--- config.mk ---
export PLATFORM = sky130hd
export DESIGN_NAME = cpem_top
export DESIGN_NICKNAME = d
export VERILOG_FILES = /design/src/cpem_pkg.sv /design/src/cpem_top.sv
export VERILOG_INCLUDE_DIRS = /design/src
export SDC_FILE = /design/constraint.sdc
export NUM_CORES = 1
export LEC_CHECK = 0
export BUFFER_PORTS_ARGS = -buffer_cell sky130_fd_sc_hd__buf_2
export CAP_MARGIN = 20
export CELL_PAD_IN_SITES_DETAIL_PLACEMENT = 0
export CELL_PAD_IN_SITES_GLOBAL_PLACEMENT = 2
export CORE_ASPECT_RATIO = 0.8
export CORE_MARGIN = 2
export CORE_UTILIZATION = 39
export CTS_CLUSTER_SIZE = 30
export DETAILED_ROUTE_END_ITERATION = 10
export MAX_ROUTING_LAYER = met4
export PLACE_DENSITY_LB_ADDON = 0.1
export SLEW_MARGIN = 20
export SYNTH_ARGS = -nofsm -noshare
export SYNTH_HDL_FRONTEND = slang
export SYNTH_SLANG_ARGS = --single-unit
--- constraint.sdc ---
create_clock -name I_CLK -period 4.65 [get_ports I_CLK]
set_input_delay 0.2325 -clock I_CLK [delete_from_list [all_inputs] [get_ports I_CLK]]
set_output_delay 0.2325 -clock I_CLK [all_outputs]
set_load 0.005 [all_outputs]
--- src/cpem_regs.svh ---
// Purpose: Register offsets, field codes, reset values and timing counts
// Assumes: Byte-wide registers on a plain strobe port
// Notes: Definitions only
`ifndef CPEM_REGS_SVH
`define CPEM_REGS_SVH
`define CPEM_A_CAP 8'h08
`define CPEM_A_OVR 8'h09
`define CPEM_A_PCLK 8'h0d
`define CPEM_A_EOMC 8'h11
`define CPEM_A_SIGD 8'h14
`define CPEM_A_DIV 8'h18
`define CPEM_A_CPMP 8'h1b
`define CPEM_A_OMUX 8'h1e
`define CPEM_A_VCTL 8'h1f
`define CPEM_A_HITM 8'h25
`define CPEM_A_HITL 8'h26
`define CPEM_A_HOPN 8'h27
`define CPEM_A_VOPN 8'h28
`define CPEM_A_ITVL 8'h2a
`define CPEM_A_PSEL 8'h30
`define CPEM_A_STAT 8'h31
`define CPEM_EOMC_RST 8'h20
`define CPEM_OMUX_RST 8'he0
`define CPEM_CAP_RST 8'h08
`define CPEM_VCTL_RST 8'h12
`define CPEM_CPMP_RST 8'h03
`define CPEM_ITVL_RST 8'h10
`define CPEM_SEL_PRBS 3'h4
`define CPEM_SEL_ICLK 3'h2
`define CPEM_SEL_MUTE 3'h7
`define CPEM_PAT_P9 2'h0
`define CPEM_PAT_P31 2'h2
`define CPEM_MEAS_PERIOD_US 10
`define CPEM_CLK_MHZ 200
`define CPEM_MEAS_CYC (`CPEM_MEAS_PERIOD_US * `CPEM_CLK_MHZ)
`define CPEM_SWEEP_LAST 6'h3f
`define CPEM_MID_VOLT 6'h20
`endif

--- src/cpem_pkg.sv ---
// Purpose: Types for the channel pattern and eye monitor block
// Assumes: Constants live in cpem_regs.svh
// Notes: One-hot eye measurement states
package cpem_pkg;
  typedef enum logic [3:0] {
    CPEM_IDLE = 4'b0001,
    CPEM_HSWP = 4'b0010,
    CPEM_VSWP = 4'b0100,
    CPEM_DONE = 4'b1000
  } cpem_state_t;
endpackage : cpem_pkg

--- src/cpem_top.sv ---
// Purpose: Channel pattern generator, free-run overrides and eye monitor control
// Assumes: I_CLK is the channel VCO clock; comparator decisions arrive asynchronously
// Notes: Read data valid one cycle after the read strobe
// Operation
// RULE1: Generator makes 9-stage or 31-stage sequence
// RULE2: Sync mode keeps VCO locked regardless mux
// RULE3: Controller enables, unloads, selects, loads, clocks
// RULE4: Select 0x0 short, 0x2 long sequence
// RULE5: Override plus select 0x4 drives pattern
// RULE6: No signal powers channel and driver down
// RULE7: Upper set, lower clear forces signal detect
// RULE8: Bit3 plus zero field stops charge pump
// RULE9: Bit2 hands divider to field, zero divides one
// RULE10: Bit7 takes capacitor count from field
// RULE11: Bit6 enables control voltage source from field
// RULE12: Controller keeps earlier override bits set
// RULE13: Override register resets zero, zero restores normal
// RULE14: Controller measures in-phase clock, then reselects pattern
// RULE15: Hit when offset decision differs from primary
// RULE16: Sweep phase at mid voltage, then voltage
// RULE17: Latest openings held as single bytes
// RULE18: Recovery periodically measures both openings
// RULE19: Monitor power-down resets one, cleared externally
// RULE20: Range bits share register with power-down
// RULE21: Range codes map 100 to 400 millivolts
// RULE22: Customary polynomials, never all-zero state
`timescale 1ns/1ps
`include "cpem_regs.svh"
module cpem_top
  import cpem_pkg::*;
(
  input wire logic I_CLK,
  input wire logic I_ARST_N,
  input wire logic [7:0] I_ADDR,
  input wire logic [7:0] I_WDATA,
  input wire logic I_WR,
  input wire logic I_RD,
  output logic [7:0] O_RDATA,
  input wire logic I_SIG_PRESENT,
  input wire logic I_CDR_LOCKED,
  input wire logic I_PRIMARY_BIT,
  input wire logic I_OFFSET_BIT,
  input wire logic I_RETIMED_BIT,
  input wire logic I_RAW_BIT,
  input wire logic I_ICLK_BIT,
  output logic O_TX_BIT,
  output logic O_CH_ENABLE,
  output logic O_CHARGE_PUMP_EN,
  output logic [2:0] O_DIV_SEL,
  output logic O_DIV_OVR,
  output logic [4:0] O_CAP_COUNT,
  output logic O_CAP_OVR,
  output logic O_VCTL_EN,
  output logic [4:0] O_VCTL_CODE,
  output logic O_PLL_FREE_RUN,
  output logic O_EOM_POWER,
  output logic [8:0] O_EOM_RANGE_MV,
  output logic [5:0] O_EOM_PHASE,
  output logic [5:0] O_EOM_VOLT
);

  ////////////////////////////////////////////////////////////////////////////
  // Input synchronisers
  logic [6:0] sync1_q;
  logic [6:0] sync2_q;
  always_ff @(posedge I_CLK or negedge I_ARST_N) begin
    if (!I_ARST_N) begin
      sync1_q <= 7'h00;
      sync2_q <= 7'h00;
    end else begin
      sync1_q <= {I_SIG_PRESENT, I_CDR_LOCKED, I_PRIMARY_BIT, I_OFFSET_BIT,
                  I_RETIMED_BIT, I_RAW_BIT, I_ICLK_BIT};
      sync2_q <= sync1_q;
    end
  end
  logic sig_s, lock_s, prim_s, offs_s, rtd_s, raw_s, iclk_s;
  assign {sig_s, lock_s, prim_s, offs_s, rtd_s, raw_s, iclk_s} = sync2_q;

  ////////////////////////////////////////////////////////////////////////////
  // Register file
  logic [7:0] cap_q, ovr_q, pclk_q, eomc_q, sigd_q, div_q, cpmp_q, omux_q;
  logic [7:0] vctl_q, itvl_q, psel_q;
  always_ff @(posedge I_CLK or negedge I_ARST_N) begin
    if (!I_ARST_N) begin
      cap_q <= `CPEM_CAP_RST;
      ovr_q <= 8'h00; // see RULE13
      pclk_q <= 8'h00;
      eomc_q <= `CPEM_EOMC_RST; // see RULE19
      sigd_q <= 8'h00;
      div_q <= 8'h00;
      cpmp_q <= `CPEM_CPMP_RST;
      omux_q <= `CPEM_OMUX_RST;
      vctl_q <= `CPEM_VCTL_RST;
      itvl_q <= `CPEM_ITVL_RST;
      psel_q <= 8'h00;
    end else if (I_WR) begin
      unique case (I_ADDR)
        `CPEM_A_CAP: cap_q <= I_WDATA;
        `CPEM_A_OVR: ovr_q <= I_WDATA; // see RULE13
        `CPEM_A_PCLK: pclk_q <= I_WDATA;
        `CPEM_A_EOMC: eomc_q <= I_WDATA; // see RULE20
        `CPEM_A_SIGD: sigd_q <= I_WDATA;
        `CPEM_A_DIV: div_q <= I_WDATA;
        `CPEM_A_CPMP: cpmp_q <= I_WDATA;
        `CPEM_A_OMUX: omux_q <= I_WDATA;
        `CPEM_A_VCTL: vctl_q <= I_WDATA;
        `CPEM_A_ITVL: itvl_q <= I_WDATA;
        `CPEM_A_PSEL: psel_q <= I_WDATA;
        default: ;
      endcase
    end
  end

  ////////////////////////////////////////////////////////////////////////////
  // Channel enable and free-run overrides
  logic sd_force, ch_en, mux_ovr, gen_en, pat_load, pat_clk_en, pat_run;
  logic [2:0] out_sel;
  assign sd_force = sigd_q[7] & ~sigd_q[6]; // see RULE7
  assign ch_en = sig_s | sd_force; // see RULE6
  assign mux_ovr = ovr_q[5];
  // Sync mode: lock follows the recovery loop, never the mux choice
  assign out_sel = mux_ovr ? omux_q[7:5] :
                   (lock_s ? 3'h1 : omux_q[7:5]); // see RULE2
  assign gen_en = omux_q[4];
  assign pat_load = psel_q[3];
  assign pat_clk_en = pclk_q[5];
  assign pat_run = gen_en & pat_load & pat_clk_en & ch_en;

  ////////////////////////////////////////////////////////////////////////////
  // Pattern generator
  logic [30:0] lfsr_q;
  logic p31;
  assign p31 = (psel_q[1:0] == `CPEM_PAT_P31); // see RULE4
  always_ff @(posedge I_CLK or negedge I_ARST_N) begin
    if (!I_ARST_N) begin
      lfsr_q <= 31'h7fff_ffff;
    end else if (!gen_en || !pat_load) begin
      lfsr_q <= 31'h7fff_ffff; // see RULE22
    end else if (pat_run) begin
      if (p31) begin
        lfsr_q <= {lfsr_q[29:0], lfsr_q[30] ^ lfsr_q[27]}; // see RULE1
      end else begin
        lfsr_q <= {lfsr_q[30:9], lfsr_q[7:0], lfsr_q[8] ^ lfsr_q[4]}; // see RULE22
      end
    end
  end
  logic pat_bit;
  assign pat_bit = p31 ? lfsr_q[30] : lfsr_q[8];

  ////////////////////////////////////////////////////////////////////////////
  // Output drive and analog controls
  logic tx_q;
  always_ff @(posedge I_CLK or negedge I_ARST_N) begin
    if (!I_ARST_N) begin
      tx_q <= 1'b0;
    end else if (!ch_en) begin
      tx_q <= 1'b0; // see RULE6
    end else begin
      unique case (out_sel)
        `CPEM_SEL_PRBS: tx_q <= pat_run & pat_bit; // see RULE5
        `CPEM_SEL_ICLK: tx_q <= iclk_s;
        3'h1: tx_q <= rtd_s;
        3'h0: tx_q <= raw_s;
        default: tx_q <= 1'b0;
      endcase
    end
  end
  assign O_TX_BIT = tx_q;

  logic ch_en_q, cp_q, dovr_q, covr_q, vctl_en_q, free_q;
  logic [2:0] dsel_q;
  logic [4:0] capc_q, vcode_q;
  always_ff @(posedge I_CLK or negedge I_ARST_N) begin
    if (!I_ARST_N) begin
      ch_en_q <= 1'b0;
      cp_q <= 1'b1;
      dovr_q <= 1'b0;
      covr_q <= 1'b0;
      vctl_en_q <= 1'b0;
      free_q <= 1'b0;
      dsel_q <= 3'h0;
      capc_q <= 5'h00;
      vcode_q <= 5'h00;
    end else begin
      ch_en_q <= ch_en;
      cp_q <= ~(ovr_q[3] & (cpmp_q[1:0] == 2'h0)); // see RULE8
      dovr_q <= ovr_q[2]; // see RULE9
      dsel_q <= ovr_q[2] ? div_q[6:4] : 3'h0; // see RULE9
      covr_q <= ovr_q[7];
      capc_q <= ovr_q[7] ? cap_q[4:0] : 5'h00; // see RULE10
      vctl_en_q <= ovr_q[6]; // see RULE11
      vcode_q <= ovr_q[6] ? vctl_q[4:0] : 5'h00; // see RULE11
      free_q <= ovr_q[3];
    end
  end
  assign O_CH_ENABLE = ch_en_q;
  assign O_CHARGE_PUMP_EN = cp_q;
  assign O_DIV_OVR = dovr_q;
  assign O_DIV_SEL = dsel_q;
  assign O_CAP_OVR = covr_q;
  assign O_CAP_COUNT = capc_q;
  assign O_VCTL_EN = vctl_en_q;
  assign O_VCTL_CODE = vcode_q;
  assign O_PLL_FREE_RUN = free_q;

  ////////////////////////////////////////////////////////////////////////////
  // Eye monitor: periodic opening measurement
  function automatic logic [8:0] range_mv(input logic [1:0] code);
    range_mv = 9'((code + 2'h0) * 100 + 100); // see RULE21
  endfunction : range_mv

  cpem_state_t st_q;
  logic [11:0] per_q;
  logic [7:0] ivl_q;
  logic [15:0] hit_q, hitsave_q, hit_sum;
  logic [5:0] ph_q, vo_q, hlo_q, hhi_q, vlo_q, vhi_q, hlo_n, hhi_n;
  logic inh_q, inv_q;
  logic [7:0] hopn_q, vopn_q;
  logic step, hit_zero;
  assign step = (ivl_q == itvl_q);
  // Closing cycle counted too, so a one-cycle interval still sees hits
  assign hit_sum = hit_q + {15'h0000, (prim_s ^ offs_s)}; // see RULE15
  assign hit_zero = (hit_sum == 16'h0000);
  assign hlo_n = (hit_zero && !inh_q) ? ph_q : hlo_q;
  assign hhi_n = hit_zero ? ph_q : hhi_q;
  always_ff @(posedge I_CLK or negedge I_ARST_N) begin
    if (!I_ARST_N) begin
      st_q <= CPEM_IDLE;
      per_q <= 12'h000;
      ivl_q <= 8'h00;
      hit_q <= 16'h0000;
      hitsave_q <= 16'h0000;
      ph_q <= 6'h00;
      vo_q <= 6'h00;
      hlo_q <= 6'h00;
      hhi_q <= 6'h00;
      vlo_q <= 6'h00;
      vhi_q <= 6'h00;
      inh_q <= 1'b0;
      inv_q <= 1'b0;
      hopn_q <= 8'h00;
      vopn_q <= 8'h00;
    end else begin
      unique case (st_q)
        CPEM_IDLE: begin
          per_q <= (per_q == 12'(`CPEM_MEAS_CYC - 1)) ? 12'h000 : per_q + 12'h001;
          if (per_q == 12'(`CPEM_MEAS_CYC - 1) && lock_s) begin // see RULE18
            st_q <= CPEM_HSWP;
            ph_q <= 6'h00;
            vo_q <= `CPEM_MID_VOLT; // see RULE16
            ivl_q <= 8'h00;
            hit_q <= 16'h0000;
            inh_q <= 1'b0;
          end
        end
        CPEM_HSWP, CPEM_VSWP: begin
          ivl_q <= step ? 8'h00 : ivl_q + 8'h01;
          hit_q <= step ? 16'h0000 : hit_sum;
          if (step) begin
            hitsave_q <= hit_sum;
            if (st_q == CPEM_HSWP) begin
              inh_q <= inh_q | hit_zero;
              hlo_q <= hlo_n;
              hhi_q <= hhi_n;
              ph_q <= ph_q + 6'h01;
              if (ph_q == `CPEM_SWEEP_LAST) begin
                st_q <= CPEM_VSWP; // see RULE16
                // Includes this point's bounds; summed wide so it cannot wrap
                ph_q <= 6'(({1'b0, hlo_n} + {1'b0, hhi_n}) >> 1);
                vo_q <= 6'h00;
                inv_q <= 1'b0;
              end
            end else begin
              inv_q <= inv_q | hit_zero;
              vlo_q <= (hit_zero && !inv_q) ? vo_q : vlo_q;
              vhi_q <= hit_zero ? vo_q : vhi_q;
              vo_q <= vo_q + 6'h01;
              if (vo_q == `CPEM_SWEEP_LAST) st_q <= CPEM_DONE;
            end
          end
        end
        CPEM_DONE: begin
          hopn_q <= inh_q ? 8'({2'h0, hhi_q} - {2'h0, hlo_q} + 8'h01) : 8'h00; // see RULE17
          vopn_q <= inv_q ? 8'({2'h0, vhi_q} - {2'h0, vlo_q} + 8'h01) : 8'h00; // see RULE17
          st_q <= CPEM_IDLE;
        end
        default: st_q <= CPEM_IDLE;
      endcase
    end
  end

  logic pwr_q;
  logic [8:0] rng_q;
  logic [5:0] oph_q, ovo_q;
  always_ff @(posedge I_CLK or negedge I_ARST_N) begin
    if (!I_ARST_N) begin
      pwr_q <= 1'b0;
      rng_q <= 9'h064;
      oph_q <= 6'h00;
      ovo_q <= 6'h00;
    end else begin
      pwr_q <= ~eomc_q[5] | (st_q != CPEM_IDLE); // see RULE19
      rng_q <= range_mv(eomc_q[7:6]); // see RULE21
      oph_q <= ph_q;
      ovo_q <= vo_q;
    end
  end
  assign O_EOM_POWER = pwr_q;
  assign O_EOM_RANGE_MV = rng_q;
  assign O_EOM_PHASE = oph_q;
  assign O_EOM_VOLT = ovo_q;

  ////////////////////////////////////////////////////////////////////////////
  // Read port
  logic [7:0] rd_q;
  always_ff @(posedge I_CLK or negedge I_ARST_N) begin
    if (!I_ARST_N) begin
      rd_q <= 8'h00;
    end else if (I_RD) begin
      unique case (I_ADDR)
        `CPEM_A_CAP: rd_q <= cap_q;
        `CPEM_A_OVR: rd_q <= ovr_q;
        `CPEM_A_PCLK: rd_q <= pclk_q;
        `CPEM_A_EOMC: rd_q <= eomc_q;
        `CPEM_A_SIGD: rd_q <= sigd_q;
        `CPEM_A_DIV: rd_q <= div_q;
        `CPEM_A_CPMP: rd_q <= cpmp_q;
        `CPEM_A_OMUX: rd_q <= omux_q;
        `CPEM_A_VCTL: rd_q <= vctl_q;
        `CPEM_A_ITVL: rd_q <= itvl_q;
        `CPEM_A_PSEL: rd_q <= psel_q;
        `CPEM_A_HITM: rd_q <= hitsave_q[15:8]; // see RULE15
        `CPEM_A_HITL: rd_q <= hitsave_q[7:0];
        `CPEM_A_HOPN: rd_q <= hopn_q; // see RULE17
        `CPEM_A_VOPN: rd_q <= vopn_q;
        `CPEM_A_STAT: rd_q <= {4'h0, ch_en, pat_run, lock_s, sig_s};
        default: rd_q <= 8'h00;
      endcase
    end else begin
      rd_q <= 8'h00;
    end
  end
  assign O_RDATA = rd_q;

  ////////////////////////////////////////////////////////////////////////////
  // Checks
  a_ovr_zero_reset: assert property (@(posedge I_CLK) disable iff (!I_ARST_N)
    (I_WR && I_ADDR == `CPEM_A_OVR && I_WDATA == 8'h00) |=> ##1
    (cp_q && !dovr_q && !covr_q && !vctl_en_q)) else $error("overrides not cleared"); // see RULE13
  a_cp_disable: assert property (@(posedge I_CLK) disable iff (!I_ARST_N)
    (ovr_q[3] && cpmp_q[1:0] == 2'h0) |=> !cp_q) else $error("pump not off"); // see RULE8
  a_no_sig_mute: assert property (@(posedge I_CLK) disable iff (!I_ARST_N)
    (!sig_s && !sd_force) |=> (!tx_q && !ch_en_q)) else $error("not muted"); // see RULE6
  a_force_enable: assert property (@(posedge I_CLK) disable iff (!I_ARST_N)
    (sigd_q[7:6] == 2'b10) |=> ch_en_q) else $error("force failed"); // see RULE7
  a_lfsr_nonzero: assert property (@(posedge I_CLK) disable iff (!I_ARST_N)
    (p31 ? lfsr_q != 31'h0000_0000 : lfsr_q[8:0] != 9'h000)) else $error("zero"); // see RULE22
  a_div_handoff: assert property (@(posedge I_CLK) disable iff (!I_ARST_N)
    ovr_q[2] |=> (dsel_q == $past(div_q[6:4]))) else $error("divider"); // see RULE9
  a_cap_handoff: assert property (@(posedge I_CLK) disable iff (!I_ARST_N)
    ovr_q[7] |=> (capc_q == $past(cap_q[4:0]))) else $error("cap"); // see RULE10
  a_vctl_handoff: assert property (@(posedge I_CLK) disable iff (!I_ARST_N)
    ovr_q[6] |=> (vctl_en_q && vcode_q == $past(vctl_q[4:0]))) else $error("vctl"); // see RULE11
  a_range_map: assert property (@(posedge I_CLK) disable iff (!I_ARST_N)
    (eomc_q[7:6] == 2'h3) |=> (rng_q == 9'd400)) else $error("range"); // see RULE21
  a_eom_power: assert property (@(posedge I_CLK) disable iff (!I_ARST_N)
    (!eomc_q[5]) |=> pwr_q) else $error("eom power"); // see RULE19
  a_hsweep_mid: assert property (@(posedge I_CLK) disable iff (!I_ARST_N)
    (st_q == CPEM_HSWP) |-> (vo_q == `CPEM_MID_VOLT)) else $error("mid volt"); // see RULE16

endmodule : cpem_top

==> impl_metrics.json <==
{
  "status": "complete, no violations",
  "detailedPlacementHpwl_um": 25400,
  "cp.depth": 17,
  "critPathMaxFanout": 8,
  "vias_per_cell": 5.41,
  "synth.area.mux_share_pct": 10.4,
  "setup_violations": 0,
  "tns_ps": 0,
  "cts_made_buffers": 31,
  "p_leak_nw": 7.23,
  "die_w_um": 214,
  "clk_pin_slew_worst_paths_ps": 60,
  "gp_congestion": 0.821,
  "finalCriticalPeriod_ps": 4250,
  "fillers": 3306,
  "final_hold_viol_count": 0,
  "grt_overflow": 0,
  "ys.flop_type": "dfrtp_1",
  "critPathLaunchType": "flip-flop",
  "cts_tree": "done",
  "synth_compound_area_share_pct": 11.0,
  "rows": 61,
  "yosysWarningCount": 0,
  "max_freq_ghz": 0.235,
  "synth_top_area_share_pct": 44.5,
  "start_util_pct": 39.6,
  "clockBufferDepth": 3,
  "coreArea_um2": 34800,
  "post-place-ws_ps": 279,
  "drive_above_1_share_pct": 25.2,
  "grt_pass1_wl_um": 57800,
  "grt_pass1_vias": 9447,
  "antenna_cells": 0,
  "die_h_um": 172,
  "drtIter0Drc": 779,
  "cap_violations": 0,
  "post-route-period-util_pct": 91.3,
  "worst_slack_ps": 402,
  "netlist_top_cells_area": "dfrtp_1 44%, mux2_2 9.6%, dfstp_2 8.6%, nand2_1 4.2%, ha_1 2.6%",
  "peakVddDrop_mv": 0.257,
  "clock_latency_ps": 580,
  "ios": 77,
  "ant_nets": 0,
  "reg2reg_from": "sync2_q[3]",
  "r2r_slack_ps": 400,
  "crit_buf_inv": 0,
  "area_delta_synth_final_pct": 14.0,
  "synth_top_cell_by_area": "dfrtp_1",
  "end_kind": "flip-flop",
  "cts_htree_levels": 1,
  "fin_nets": 1376,
  "synth_top_family_by_area": "simple AND/OR/NAND/NOR gates",
  "finalPower_mw": 5.33,
  "rsz0062_at_grt": "no",
  "dieArea_um2": 36900,
  "postCtsSetupBuffers": 0,
  "crit_end": "ph_q[5]",
  "reg2reg_to": "ph_q[5]",
  "async_flop_share_pct": 100,
  "grt_antenna_before_repair": 0,
  "final_area_um2": 15700,
  "worstSetupPathType": "flip-flop to flip-flop",
  "grt_use_total_pct": 20.7,
  "critPathArrivalTime_ps": 4670,
  "use_met1_pct": 32.1,
  "num_vias": 9807,
  "synth.distinct_cells": 76,
  "drtPass1Iterations": 5,
  "cp_cell_sequence": "xor2_1, ha_1, ha_2, nand2_2, nor4_2, xnor2_1, and4bb_1, nand3_2, nor2_1, o21ai_0, fa_1, a21o_1, a21oi_1, nor2b_1, o21a_1, o311ai_0, a21oi_1",
  "crit_start": "sync2_q[3]",
  "root_buffer": "clkbuf_16",
  "synth_cells": 1241,
  "wl_per_cell_um": 20.2,
  "hp-class": "input port to flip-flop",
  "numPortBuffers": 74,
  "slowest_stage": "fa_1",
  "synth.most_common_cell": "dfrtp_1",
  "power_density_nw_per_um2": 339,
  "place_area_um2": 14600,
  "clock-sinks": 290,
  "grt_util_met2_pct": 28.7,
  "netlist_area_um2": 13800,
  "slew_headroom_pct": 33.5,
  "grt_use_met3_pct": 2.66,
  "synth_seq_cells": 290,
  "worst_pin_slew_ps": 992,
  "synth-xor-area-share_pct": 3.38,
  "post-route-drc-count": 0,
  "top_usage_layer": "met1",
  "yosys.area_share.simple_pct": 16.1,
  "drt_wl_total_um": 36700,
  "slew_violations": 0,
  "grt_max_degree": 117,
  "syn_avg_cell_area_um2": 11.1,
  "worstRegToRegCells": 17,
  "synthAdderAreaFrac_pct": 3.07,
  "crit_top_cell": "a21oi_1",
  "path_delay_family": "simple AND/OR/NAND/NOR gates",
  "synth_edf_count": 0,
  "max_stage_delay_ps": 490,
  "synthTopCellsByCount": "245 x dfrtp_1, 154 x nand2_1, 117 x mux2_2",
  "fin_skew_ps": 18.8,
  "ys_seq_area_share_pct": 53.0,
  "worstPathRequired_ps": 5070
}
## state kept, by name (all words and copies together) (netlist names), 8 cells and up
name,flops
omux_q,8
ivl_q,8
hit_q,16
div_q,8
sigd_q,8
ovr_q,8
eomc_q,8
per_q,12
psel_q,8
pclk_q,8
vctl_q,8
O_RDATA,8
vopn_q,8
itvl_q,8
lfsr_q,31
cpmp_q,8
hitsave_q,16
cap_q,8
hopn_q,8
## layout by cell type, fill, tap and decap left out, types with 15 or more instances in the layout
| cell | count |
|---|---|
| and2_1 | 22 |
| nand4_1 | 16 |
| inv_1 | 32 |
| buf_4 | 15 |
| clkbuf_16 | 31 |
| ha_1 | 28 |
| buf_2 | 73 |
| xor2_1 | 18 |
| dfrtp_1 | 245 |
| nor2_1 | 64 |
| a221oi_1 | 16 |
| a22oi_1 | 15 |
| dfstp_2 | 45 |
| a21oi_1 | 43 |
| nand3_1 | 59 |
| and3_1 | 25 |
| o21ai_0 | 62 |
| a22o_1 | 18 |
| mux2_2 | 117 |
| nand2_1 | 154 |
| xnor2_1 | 30 |
## power breakdown
group	leakage, nW	switching [mW]	internal [mW]
Clock	0.500	1.03	1.48
Combinational	2.90	0.130	0.0734
Sequential	3.83	0.0341	2.58
Total	7.23	1.19	4.14
## cell families after synthesis
family / after synthesis
AOI/OAI and AO/OA: 226
xor gates and xnor gates: 50
adders and majority gates: 32
buffers and inverters: 90
DFF: 290
muxes: 126
other: 1
and+or+nand+nor: 426
## cell type report
cell class	count	area (um^2)	area share, %
inverters	34	128	0.812
repair buffers	98	593	3.77
flip-flops and latches	290	7310	46.5
clock inverters	11	134	0.851
multi-input cells	862	6070	38.6
clock buffers	46	892	5.67
well taps	472	591	3.76
## routing by layer
metal / part of all wire (%) / wire, um
met5: 0 / 0
met4: 1.9 / 694
met3: 3.9 / 1420
met2: 41 / 15100
met1: 53 / 19500
## stage by stage
stage               instances  hold WS, ps  util [%]
global route             1813         74.2      45.2
global placement         1748          284      42.0
finish                   1813         71.4      45.2
detailed placement       1748          287      42.0
CTS                      1813         55.3      45.2
floorplan                1242        -63.1         -
## what timing repair did
action / 4_1_cts / 5_1_grt
gates resized for setup: 0 / 1
hold buffers: 8 / 0
setup endpoints to repair: 0 / 1
endpoints found under the hold margin: 78 / 0
## how the worst min path moves through the flow
stage	start	endpoint	slack, ps	cells past startpoint
2_1_floorplan	I_ARST_N	O_CAP_COUNT[0]	-60	0
3_3_place_gp	I_ARST_N	O_EOM_VOLT[0]	280	1
3_5_place_dp	I_ARST_N	vlo_q[3]	290	1
4_1_cts	I_WDATA[6]	div_q[6]	60	2
5_1_grt	I_WDATA[6]	sigd_q[6]	70	2
6_report	I_WDATA[6]	eomc_q[6]	70	2
(Power assumes the default switching activity.)
